--- src/pkg/dtd_pkg.sv ---
// Constants and types for the data-transfer instruction decoder
// Overview of operation
// - Reg to reg/mem copy: 2 or 3
// - Reg/mem to reg copy: 2 or 5
// - Immediate to reg/mem copy: 2 or 3
// - Short immediate to register copy: 2
// - Memory to accumulator copy: 5
// - Accumulator to memory copy: 3
// - Segment load: 2/5 real, 17/19 protected
// - Segment store to reg/mem: 2 or 3
// - Stack store memory operand: 5
// - Stack store register or segment: 3
// - Stack store immediate, s picks length: 3
// - Store all registers: 17
// - Stack load into memory operand: 5
// - Stack load into register: 5
// - Load all registers: 19
// - Reg/mem swap 3 or 5, bus lock
// - Register with accumulator swap: 3
// - Port read, fixed or register: 5
// - Port write, fixed or register: 3
// - Byte table lookup: 5
// - Width bit one means word
// - Sign bit one extends one byte
// - Smaller cost register, larger memory, except stack load (5 both)
// - Protected port access needs privilege check
package dtd_pkg;
    // ****************************************
    // Operation classes
    // ****************************************
    typedef enum logic [4:0] {
        DTD_NONE = 5'h00,
        DTD_COPY_RM_FROM_REG = 5'h01,
        DTD_COPY_REG_FROM_RM = 5'h02,
        DTD_COPY_IMM_RM = 5'h03,
        DTD_COPY_IMM_REG = 5'h04,
        DTD_COPY_MEM_ACC = 5'h05,
        DTD_COPY_ACC_MEM = 5'h06,
        DTD_SEG_LOAD = 5'h07,
        DTD_SEG_STORE = 5'h08,
        DTD_PUSH_MEM = 5'h09,
        DTD_PUSH_REG = 5'h0a,
        DTD_PUSH_SEG = 5'h0b,
        DTD_PUSH_IMM = 5'h0c,
        DTD_STORE_ALL = 5'h0d,
        DTD_POP_MEM = 5'h0e,
        DTD_POP_REG = 5'h0f,
        DTD_LOAD_ALL = 5'h10,
        DTD_SWAP_RM = 5'h11,
        DTD_SWAP_ACC = 5'h12,
        DTD_IN_FIXED = 5'h13,
        DTD_IN_VAR = 5'h14,
        DTD_OUT_FIXED = 5'h15,
        DTD_OUT_VAR = 5'h16,
        DTD_LOOKUP = 5'h17
    } dtd_op_t;

    // ****************************************
    // Field positions
    // ****************************************
    localparam int DTD_W_BIT = 0;
    localparam int DTD_S_BIT = 1;
    localparam int DTD_SHORT_W_BIT = 3;
    localparam int DTD_MOD_HI = 7;
    localparam int DTD_MOD_LO = 6;
    localparam int DTD_REG_HI = 5;
    localparam int DTD_REG_LO = 3;
    localparam logic [1:0] DTD_MOD_REGISTER = 2'h3;
    localparam logic [2:0] DTD_REG_PUSH_MEM = 3'h6;
    localparam logic [2:0] DTD_REG_ZERO = 3'h0;

    // ****************************************
    // Clock costs
    // ****************************************
    localparam logic [4:0] DTD_CLK_2 = 5'h02;
    localparam logic [4:0] DTD_CLK_3 = 5'h03;
    localparam logic [4:0] DTD_CLK_5 = 5'h05;
    localparam logic [4:0] DTD_CLK_17 = 5'h11;
    localparam logic [4:0] DTD_CLK_19 = 5'h13;

    // ****************************************
    // Exceptions and reset values
    // ****************************************
    localparam logic [7:0] DTD_EXC_GP = 8'h0d;
    localparam logic [7:0] DTD_EXC_NONE = 8'h00;
    localparam logic [4:0] DTD_CLK_RESET = 5'h00;
endpackage

--- src/hw/dtd_cost.sv ---
// Clock cost lookup for a decoded data-transfer operation
`timescale 1ns/100ps
module dtd_cost (
    input wire dtd_pkg::dtd_op_t op_in,
    input wire logic mem_operand_in,
    input wire logic protected_mode_in,
    output logic [4:0] clocks_out
);
    always_comb begin
        clocks_out = dtd_pkg::DTD_CLK_RESET;
        unique case (op_in)
            dtd_pkg::DTD_COPY_RM_FROM_REG,
            dtd_pkg::DTD_COPY_IMM_RM,
            dtd_pkg::DTD_SEG_STORE: begin
                clocks_out = mem_operand_in ? dtd_pkg::DTD_CLK_3 : dtd_pkg::DTD_CLK_2;
            end
            dtd_pkg::DTD_COPY_REG_FROM_RM: begin
                clocks_out = mem_operand_in ? dtd_pkg::DTD_CLK_5 : dtd_pkg::DTD_CLK_2;
            end
            dtd_pkg::DTD_COPY_IMM_REG: begin
                clocks_out = dtd_pkg::DTD_CLK_2;
            end
            dtd_pkg::DTD_SEG_LOAD: begin
                if (protected_mode_in) begin
                    clocks_out = mem_operand_in ? dtd_pkg::DTD_CLK_19 : dtd_pkg::DTD_CLK_17;
                end else begin
                    clocks_out = mem_operand_in ? dtd_pkg::DTD_CLK_5 : dtd_pkg::DTD_CLK_2;
                end
            end
            dtd_pkg::DTD_SWAP_RM: begin
                clocks_out = mem_operand_in ? dtd_pkg::DTD_CLK_5 : dtd_pkg::DTD_CLK_3;
            end
            dtd_pkg::DTD_COPY_MEM_ACC,
            dtd_pkg::DTD_PUSH_MEM,
            dtd_pkg::DTD_POP_MEM,
            dtd_pkg::DTD_POP_REG,
            dtd_pkg::DTD_IN_FIXED,
            dtd_pkg::DTD_IN_VAR,
            dtd_pkg::DTD_LOOKUP: begin
                clocks_out = dtd_pkg::DTD_CLK_5;
            end
            dtd_pkg::DTD_COPY_ACC_MEM,
            dtd_pkg::DTD_PUSH_REG,
            dtd_pkg::DTD_PUSH_SEG,
            dtd_pkg::DTD_PUSH_IMM,
            dtd_pkg::DTD_SWAP_ACC,
            dtd_pkg::DTD_OUT_FIXED,
            dtd_pkg::DTD_OUT_VAR: begin
                clocks_out = dtd_pkg::DTD_CLK_3;
            end
            dtd_pkg::DTD_STORE_ALL: begin
                clocks_out = dtd_pkg::DTD_CLK_17;
            end
            dtd_pkg::DTD_LOAD_ALL: begin
                clocks_out = dtd_pkg::DTD_CLK_19;
            end
            default: begin
                clocks_out = dtd_pkg::DTD_CLK_RESET;
            end
        endcase
    end
endmodule

--- src/hw/dtd_decode.sv ---
// Data-transfer instruction group decoder, registered result
`timescale 1ns/100ps
module dtd_decode (
    input wire logic clk_sys_in,
    input wire logic resetn_in,
    input wire logic valid_in,
    input wire logic [7:0] opcode_in,
    input wire logic [7:0] modrm_in,
    input wire logic protected_mode_in,
    input wire logic [1:0] current_privilege_level_in,
    input wire logic [1:0] io_privilege_level_in,
    output logic valid_out,
    output logic in_group_out,
    output logic not_in_group_out,
    output logic [4:0] op_out,
    output logic [4:0] clocks_out,
    output logic word_op_out,
    output logic sign_extend_out,
    output logic needs_modrm_out,
    output logic [2:0] imm_bytes_out,
    output logic [1:0] addr_bytes_out,
    output logic port_byte_out,
    output logic [2:0] reg_sel_out,
    output logic bus_lock_out,
    output logic exception_out,
    output logic [7:0] exception_vector_out
);
    // ****************************************
    // Opcode classification
    // ****************************************
    dtd_pkg::dtd_op_t dec_op;
    logic dec_modrm;
    logic dec_word;
    logic dec_sext;
    logic [2:0] dec_imm;
    logic [1:0] dec_addr;
    logic dec_port;
    logic [2:0] dec_reg;
    logic mem_operand;
    logic [4:0] cost;
    logic [1:0] modf;
    logic [2:0] regf;

    assign modf = modrm_in[dtd_pkg::DTD_MOD_HI:dtd_pkg::DTD_MOD_LO];
    assign regf = modrm_in[dtd_pkg::DTD_REG_HI:dtd_pkg::DTD_REG_LO];
    assign mem_operand = dec_modrm && (modf != dtd_pkg::DTD_MOD_REGISTER);

    always_comb begin
        dec_op = dtd_pkg::DTD_NONE;
        dec_modrm = 1'b0;
        dec_word = opcode_in[dtd_pkg::DTD_W_BIT];
        dec_sext = 1'b0;
        dec_imm = 3'h0;
        dec_addr = 2'h0;
        dec_port = 1'b0;
        dec_reg = opcode_in[2:0];
        if (opcode_in[7:1] == 7'h44) begin
            dec_op = dtd_pkg::DTD_COPY_RM_FROM_REG;
            dec_modrm = 1'b1;
        end else if (opcode_in[7:1] == 7'h45) begin
            dec_op = dtd_pkg::DTD_COPY_REG_FROM_RM;
            dec_modrm = 1'b1;
        end else if (opcode_in[7:1] == 7'h63 && regf == dtd_pkg::DTD_REG_ZERO) begin
            dec_op = dtd_pkg::DTD_COPY_IMM_RM;
            dec_modrm = 1'b1;
            dec_imm = opcode_in[dtd_pkg::DTD_W_BIT] ? 3'h2 : 3'h1;
        end else if (opcode_in[7:4] == 4'hb) begin
            dec_op = dtd_pkg::DTD_COPY_IMM_REG;
            dec_word = opcode_in[dtd_pkg::DTD_SHORT_W_BIT];
            dec_imm = opcode_in[dtd_pkg::DTD_SHORT_W_BIT] ? 3'h2 : 3'h1;
        end else if (opcode_in[7:1] == 7'h50) begin
            dec_op = dtd_pkg::DTD_COPY_MEM_ACC;
            dec_addr = 2'h2;
        end else if (opcode_in[7:1] == 7'h51) begin
            dec_op = dtd_pkg::DTD_COPY_ACC_MEM;
            dec_addr = 2'h2;
        end else if (opcode_in == 8'h8e) begin
            dec_op = dtd_pkg::DTD_SEG_LOAD;
            dec_modrm = 1'b1;
            dec_word = 1'b1;
        end else if (opcode_in == 8'h8c) begin
            dec_op = dtd_pkg::DTD_SEG_STORE;
            dec_modrm = 1'b1;
            dec_word = 1'b1;
        end else if (opcode_in == 8'hff && regf == dtd_pkg::DTD_REG_PUSH_MEM) begin
            dec_op = dtd_pkg::DTD_PUSH_MEM;
            dec_modrm = 1'b1;
            dec_word = 1'b1;
        end else if (opcode_in[7:3] == 5'h0a) begin
            dec_op = dtd_pkg::DTD_PUSH_REG;
            dec_word = 1'b1;
        end else if (opcode_in[7:5] == 3'h0 && opcode_in[2:0] == 3'h6) begin
            dec_op = dtd_pkg::DTD_PUSH_SEG;
            dec_word = 1'b1;
            dec_reg = opcode_in[5:3];
        end else if ((opcode_in & 8'hfd) == 8'h68) begin
            dec_op = dtd_pkg::DTD_PUSH_IMM;
            dec_word = 1'b1;
            dec_sext = opcode_in[dtd_pkg::DTD_S_BIT];
            dec_imm = opcode_in[dtd_pkg::DTD_S_BIT] ? 3'h1 : 3'h2;
        end else if (opcode_in == 8'h60) begin
            dec_op = dtd_pkg::DTD_STORE_ALL;
            dec_word = 1'b1;
        end else if (opcode_in == 8'h8f && regf == dtd_pkg::DTD_REG_ZERO) begin
            dec_op = dtd_pkg::DTD_POP_MEM;
            dec_modrm = 1'b1;
            dec_word = 1'b1;
        end else if (opcode_in[7:3] == 5'h0b) begin
            dec_op = dtd_pkg::DTD_POP_REG;
            dec_word = 1'b1;
        end else if (opcode_in == 8'h61) begin
            dec_op = dtd_pkg::DTD_LOAD_ALL;
            dec_word = 1'b1;
        end else if (opcode_in[7:1] == 7'h43) begin
            dec_op = dtd_pkg::DTD_SWAP_RM;
            dec_modrm = 1'b1;
        end else if (opcode_in[7:3] == 5'h12) begin
            dec_op = dtd_pkg::DTD_SWAP_ACC;
            dec_word = 1'b1;
        end else if (opcode_in[7:1] == 7'h72) begin
            dec_op = dtd_pkg::DTD_IN_FIXED;
            dec_port = 1'b1;
        end else if (opcode_in[7:1] == 7'h76) begin
            dec_op = dtd_pkg::DTD_IN_VAR;
        end else if (opcode_in[7:1] == 7'h73) begin
            dec_op = dtd_pkg::DTD_OUT_FIXED;
            dec_port = 1'b1;
        end else if (opcode_in[7:1] == 7'h77) begin
            dec_op = dtd_pkg::DTD_OUT_VAR;
        end else if (opcode_in == 8'hd7) begin
            dec_op = dtd_pkg::DTD_LOOKUP;
            dec_word = 1'b0;
        end
        if (dec_modrm) begin
            dec_reg = regf;
        end
        if (dec_op == dtd_pkg::DTD_NONE) begin
            dec_word = 1'b0;
            dec_reg = 3'h0;
        end
    end

    dtd_cost u_cost (
        .op_in(dec_op),
        .mem_operand_in(mem_operand),
        .protected_mode_in(protected_mode_in),
        .clocks_out(cost)
    );

    // ****************************************
    // Side effects and exceptions
    // ****************************************
    logic is_port;
    logic dec_exc;
    logic dec_lock;

    assign is_port = (dec_op == dtd_pkg::DTD_IN_FIXED) || (dec_op == dtd_pkg::DTD_IN_VAR) ||
                     (dec_op == dtd_pkg::DTD_OUT_FIXED) || (dec_op == dtd_pkg::DTD_OUT_VAR);
    assign dec_exc = is_port && protected_mode_in &&
                     (current_privilege_level_in > io_privilege_level_in);
    assign dec_lock = (dec_op == dtd_pkg::DTD_SWAP_RM);

    // ****************************************
    // Output registers
    // ****************************************
    logic next_valid;
    logic next_in_group;
    logic [4:0] next_op;
    logic [4:0] next_clocks;
    logic next_word;
    logic next_sext;
    logic next_modrm;
    logic [2:0] next_imm;
    logic [1:0] next_addr;
    logic next_port;
    logic [2:0] next_reg;
    logic next_lock;
    logic next_exc;
    logic [7:0] next_vec;

    always_comb begin
        next_valid = valid_in;
        next_in_group = valid_in && (dec_op != dtd_pkg::DTD_NONE);
        next_op = valid_in ? dec_op : dtd_pkg::DTD_NONE;
        next_clocks = valid_in ? cost : dtd_pkg::DTD_CLK_RESET;
        next_word = valid_in && dec_word;
        next_sext = valid_in && dec_sext;
        next_modrm = valid_in && dec_modrm;
        next_imm = valid_in ? dec_imm : 3'h0;
        next_addr = valid_in ? dec_addr : 2'h0;
        next_port = valid_in && dec_port;
        next_reg = valid_in ? dec_reg : 3'h0;
        next_lock = valid_in && dec_lock;
        next_exc = valid_in && dec_exc;
        next_vec = (valid_in && dec_exc) ? dtd_pkg::DTD_EXC_GP : dtd_pkg::DTD_EXC_NONE;
    end

    always_ff @(posedge clk_sys_in or negedge resetn_in) begin
        if (!resetn_in) begin
            valid_out <= 1'b0;
            in_group_out <= 1'b0;
            op_out <= 5'h00;
            clocks_out <= dtd_pkg::DTD_CLK_RESET;
            word_op_out <= 1'b0;
            sign_extend_out <= 1'b0;
            needs_modrm_out <= 1'b0;
            imm_bytes_out <= 3'h0;
            addr_bytes_out <= 2'h0;
            port_byte_out <= 1'b0;
            reg_sel_out <= 3'h0;
            bus_lock_out <= 1'b0;
            exception_out <= 1'b0;
            exception_vector_out <= dtd_pkg::DTD_EXC_NONE;
        end else begin
            valid_out <= next_valid;
            in_group_out <= next_in_group;
            op_out <= next_op;
            clocks_out <= next_clocks;
            word_op_out <= next_word;
            sign_extend_out <= next_sext;
            needs_modrm_out <= next_modrm;
            imm_bytes_out <= next_imm;
            addr_bytes_out <= next_addr;
            port_byte_out <= next_port;
            reg_sel_out <= next_reg;
            bus_lock_out <= next_lock;
            exception_out <= next_exc;
            exception_vector_out <= next_vec;
        end
    end

    assign not_in_group_out = valid_out && !in_group_out;
endmodule

--- config.mk ---
export PLATFORM = sky130hd
export DESIGN_NAME = dtd_decode
export DESIGN_NICKNAME = d
export VERILOG_FILES = /design/src/pkg/dtd_pkg.sv /design/src/hw/dtd_cost.sv /design/src/hw/dtd_decode.sv
export SDC_FILE = /design/constraint.sdc
export NUM_CORES = 1
export LEC_CHECK = 0
export BUFFER_PORTS_ARGS = -buffer_cell sky130_fd_sc_hd__buf_2
export CAP_MARGIN = 40
export CELL_PAD_IN_SITES_DETAIL_PLACEMENT = 0
export CELL_PAD_IN_SITES_GLOBAL_PLACEMENT = 1
export CORE_UTILIZATION = 41
export CTS_CLUSTER_SIZE = 25
export DETAILED_ROUTE_END_ITERATION = 16
export GPL_TIMING_DRIVEN = 0
export PLACE_DENSITY_LB_ADDON = 0.1
export SYNTH_ARGS = -nofsm -noshare
export SYNTH_HDL_FRONTEND = slang
export SYNTH_SLANG_ARGS = --single-unit
--- constraint.sdc ---
create_clock -name clk_sys_in -period 1.3 [get_ports clk_sys_in]
set_input_delay 0.065 -clock clk_sys_in [delete_from_list [all_inputs] [get_ports clk_sys_in]]
set_output_delay 0.065 -clock clk_sys_in [all_outputs]
set_load 0.02 [all_outputs]
==> impl_results.md <==
* IO Port Bufs at 45
* Final nets at 333
* Sw Share at 31.6%
* RSZ-0062 raised after global routing: yes
* Clock transition at path regs at 0.07 ns
* CTS tree: done
* Cell Pwr Density at 605 mW/mm^2
* Flop pwr share at 41.8%
* Vias per Instance at 5.77
* Compound-Gate Fraction of Synth Area at 21.3%
* Mux contribution to synthesized area at 0.580%
* Final setup viols at 14
* Net Switching at 0.000561 W
* Routed vias at 2,054
* Placer congestion estimate at 0.893
* Clock power share at 22.9%
* Drt first-iter violations at 168
* Die Span X at 70.8 um
* Clock Path Buffers at 2
* Hold path cells at 1
* Max cap viols at 0
* Final Hold Viols at 0
* Top layer in use: met4
* Overall Global Routing Usage at 23.8%
* Slew Viols, Final at 0
* Clk root buf: clkbuf_8
* CORE AREA at 0.00444 sq mm
* Antenna cells at 0
* Area of the multi-input gates at 0.00150 sq mm
* Core Util, Final at 66.0%
* Yosys cell types at 58
* Yosys Warn Count at 0
* CP Class: input port to flip-flop
* Async S/R FF share, synth at 100%
* Outcome: complete, but fails checks
* Placed instance count at 328
* Post-synthesis adder-cell area fraction at 2.58%
* Synth Area in Simple Gates at 33.7%
* Drt wl/cell at 16.7 um
* Register area at 576 sq um
* Maximum vdd drop at 243 uV
* First-pass GRT wire length at 9480 um
* Hold WS at 0.0285 ns
* Fmax at 0.532 GHz
* Crit path arrival time at 2.05 ns
* Number of flops mapped to enable cells by yosys at 0
* Leakage power at 1.38 nW
* Hold Path Sink: valid_out
* Initial core utilization at 43.7%
* Critical hold path startpoint: valid_in
* Routed wl met3 at 298 um
* Final period utilization at 145%
* Final worst slack at -0.581 ns
* Comb power frac at 35.2%
* Worst min-delay path category: input port to flip-flop
* Worst Path Required at 1.47 ns
* Final Cell Area at 0.00293 sq mm
* Drt pass-1 iters at 7
* Gr ovfl total at 0
* Final ANT Viol Nets at 0
* Worst setup EP type: flip-flop
* Wl on met1 at 2610 um
* Dpl ws at -1.12 ns
* Drt total wl at 5960 um
* Tightest Pin Transition at 0.560 ns
* Post-synth top flop: dfrtp_1
* Share of cells above drive strength 1 at 49.7%
* Site Rows at 24
* Cell Area, Placed at 0.00230 sq mm
* Startpoint Class: input port
* # IOs at 59
* Synthesized area at 0.00194 sq mm
* Relative slew slack at 62.2%
* Most frequent cells in the layout: 40 x buf_2, 33 x buf_4, 23 x dfrtp_1, 17 x nor2_1, 15 x nand2_1
* Sequential area share after synthesis at 29.6%
* Non-Filler Instances at 356
* CTS Buf Count at 3
* Initial antenna violation count at 0
* P&R area growth vs syn at 51.0%
* Clk sink count at 23
* #FFs+latches synth at 23
* Die ar. at 0.00502 sq mm
* Met2 Wirelength at 2920 um
* CP max FO at 5
* Vias in the first global route at 1,847
* Main combinational cell family by area after synthesis: simple AND/OR/NAND/NOR gates
* DP Wirelength at 4130 um
* Synth Area in XOR/XNOR at 0.901%
* Internal power at 0.00121 W
* Max H-tree Level at 1
* Die H at 70.8 um
* Layout fillers at 376
* Min Tclk post-route at 1.88 ns
* Failing checks: setup timing
* DR DRC count at 0
* Most common cell after layout, fill and taps aside: buf_2
* Mapped Cells at 224
* Largest net degree at the start of global routing at 24
* Mapped Avg Cell Area at 8.67 sq um
==> per-layer routing <==
metal | global-route usage, % | up-vias
met5 | 0 | -
met4 | 9.56 | 0
met3 | 0.855 | 11
met2 | 38.9 | 88
met1 | 33.3 | 971
li1 | - | 984
==> repair_timing <==
item / in CTS / in global routing
pin swaps: 12 / 9
endpoints found under the hold margin: 23 / 0
buffers inserted: 12 / 12
gates resized for setup: 45 / 41
endpoints found under the setup margin: 15 / 16
gates cloned: 0 / 0
hold buffers: 1 / 0
==> power groups by stage <==
stage | Sequential [W] | Combinational [W] | Clock [W]
finish | 0.000743 | 0.000626 | 0.000407
global placement | 0.000756 | 0.000467 | 0
global route | 0.000744 | 0.000668 | 0.000473
CTS | 0.000742 | 0.000548 | 0.000429
floorplan | 0.000789 | 0.000290 | 0
detailed placement | 0.000757 | 0.000466 | 0
==> state kept, by name, indices dropped and copies added, names as in the netlist <==
register              cells
needs_modrm_out           1
op_out                    5
port_byte_out             1
sign_extend_out           1
valid_out                 1
clocks_out                4
addr_bytes_out            1
bus_lock_out              1
in_group_out              1
exception_vector_out      1
imm_bytes_out             2
reg_sel_out               3
word_op_out               1
==> critical path, cell delays in order <==
cell and delay, ns:
buf_6 0.10, or4b_4 0.58, nor4_4 0.17, a211oi_2 0.07, a31o_4 0.29, a211oi_2 0.37
buf_4 0.19, nor4_2 0.04, a31oi_1 0.16
==> cell type report <==
| cell class | instances | share of cell area [%] |
|---|---|---|
| multi-input cells | 172 | 51.0 |
| flip-flops and latches | 23 | 19.6 |
| repair buffers | 69 | 16.0 |
| plain buffers | 26 | 8.27 |
| well taps | 52 | 2.22 |
| clock buffers | 4 | 1.54 |
| inverters | 10 | 1.28 |
==> through the flow <==
step	power, W	setup TNS (ns)
after floorplan	0.00108	-4.96
after global placement	0.00122	-11.94
after detailed placement	0.00122	-11.71
after CTS	0.00172	-4.07
after global routing	0.00188	-4.96
final	0.00178	-4.43
==> how the worst max path moves through the flow <==
stage / start / to / slack, ns / cells after the start
2_1_floorplan: opcode_in[3] / reg_sel_out[1] / -0.63 / 8
3_3_place_gp: opcode_in[7] / clocks_out[1] / -1.13 / 11
3_5_place_dp: opcode_in[7] / clocks_out[1] / -1.12 / 11
4_1_cts: opcode_in[6] / reg_sel_out[1] / -0.58 / 9
5_1_grt: opcode_in[5] / reg_sel_out[2] / -0.63 / 9
6_report: opcode_in[4] / clocks_out[0] / -0.58 / 9
==> Yosys cell counts (3+ instances only) <==
| cell | number | area [sq um] |
|---|---|---|
| dfrtp_1 | 23 | 576 |
| nand2b_1 | 7 | 43.8 |
| buf_6 | 3 | 33.8 |
| or3_1 | 4 | 25.0 |
| nor4_2 | 3 | 37.5 |
| nor2b_1 | 3 | 18.8 |
| buf_4 | 13 | 97.6 |
| a31oi_1 | 9 | 56.3 |
| nor2_1 | 21 | 78.8 |
| inv_1 | 10 | 37.5 |
| a211oi_1 | 4 | 30.0 |
| nand3_1 | 5 | 25.0 |
| a21oi_1 | 14 | 70.1 |
| ha_1 | 4 | 50.1 |
| and2_1 | 3 | 18.8 |
| clkbuf_1 | 3 | 11.3 |
| or4_1 | 4 | 30.0 |
| nor3_1 | 7 | 35.0 |
| o21bai_1 | 3 | 22.5 |
| buf_2 | 7 | 35.0 |
| nor4_1 | 9 | 56.3 |
| nand2_1 | 15 | 56.3 |
==> cells by family (layout without fill, tap and decap cells) <==
group,after synthesis,count (layout)
AND/OR/NAND/NOR,103,103
AO/OA/AOI/OAI,54,54
buffers and inverters,36,109
flip-flops,23,23
adder cells (fa/ha/maj),4,4
XOR/XNOR,2,2
other,1,8
multiplexers,1,1
Power figures use the tool's default switching activity.
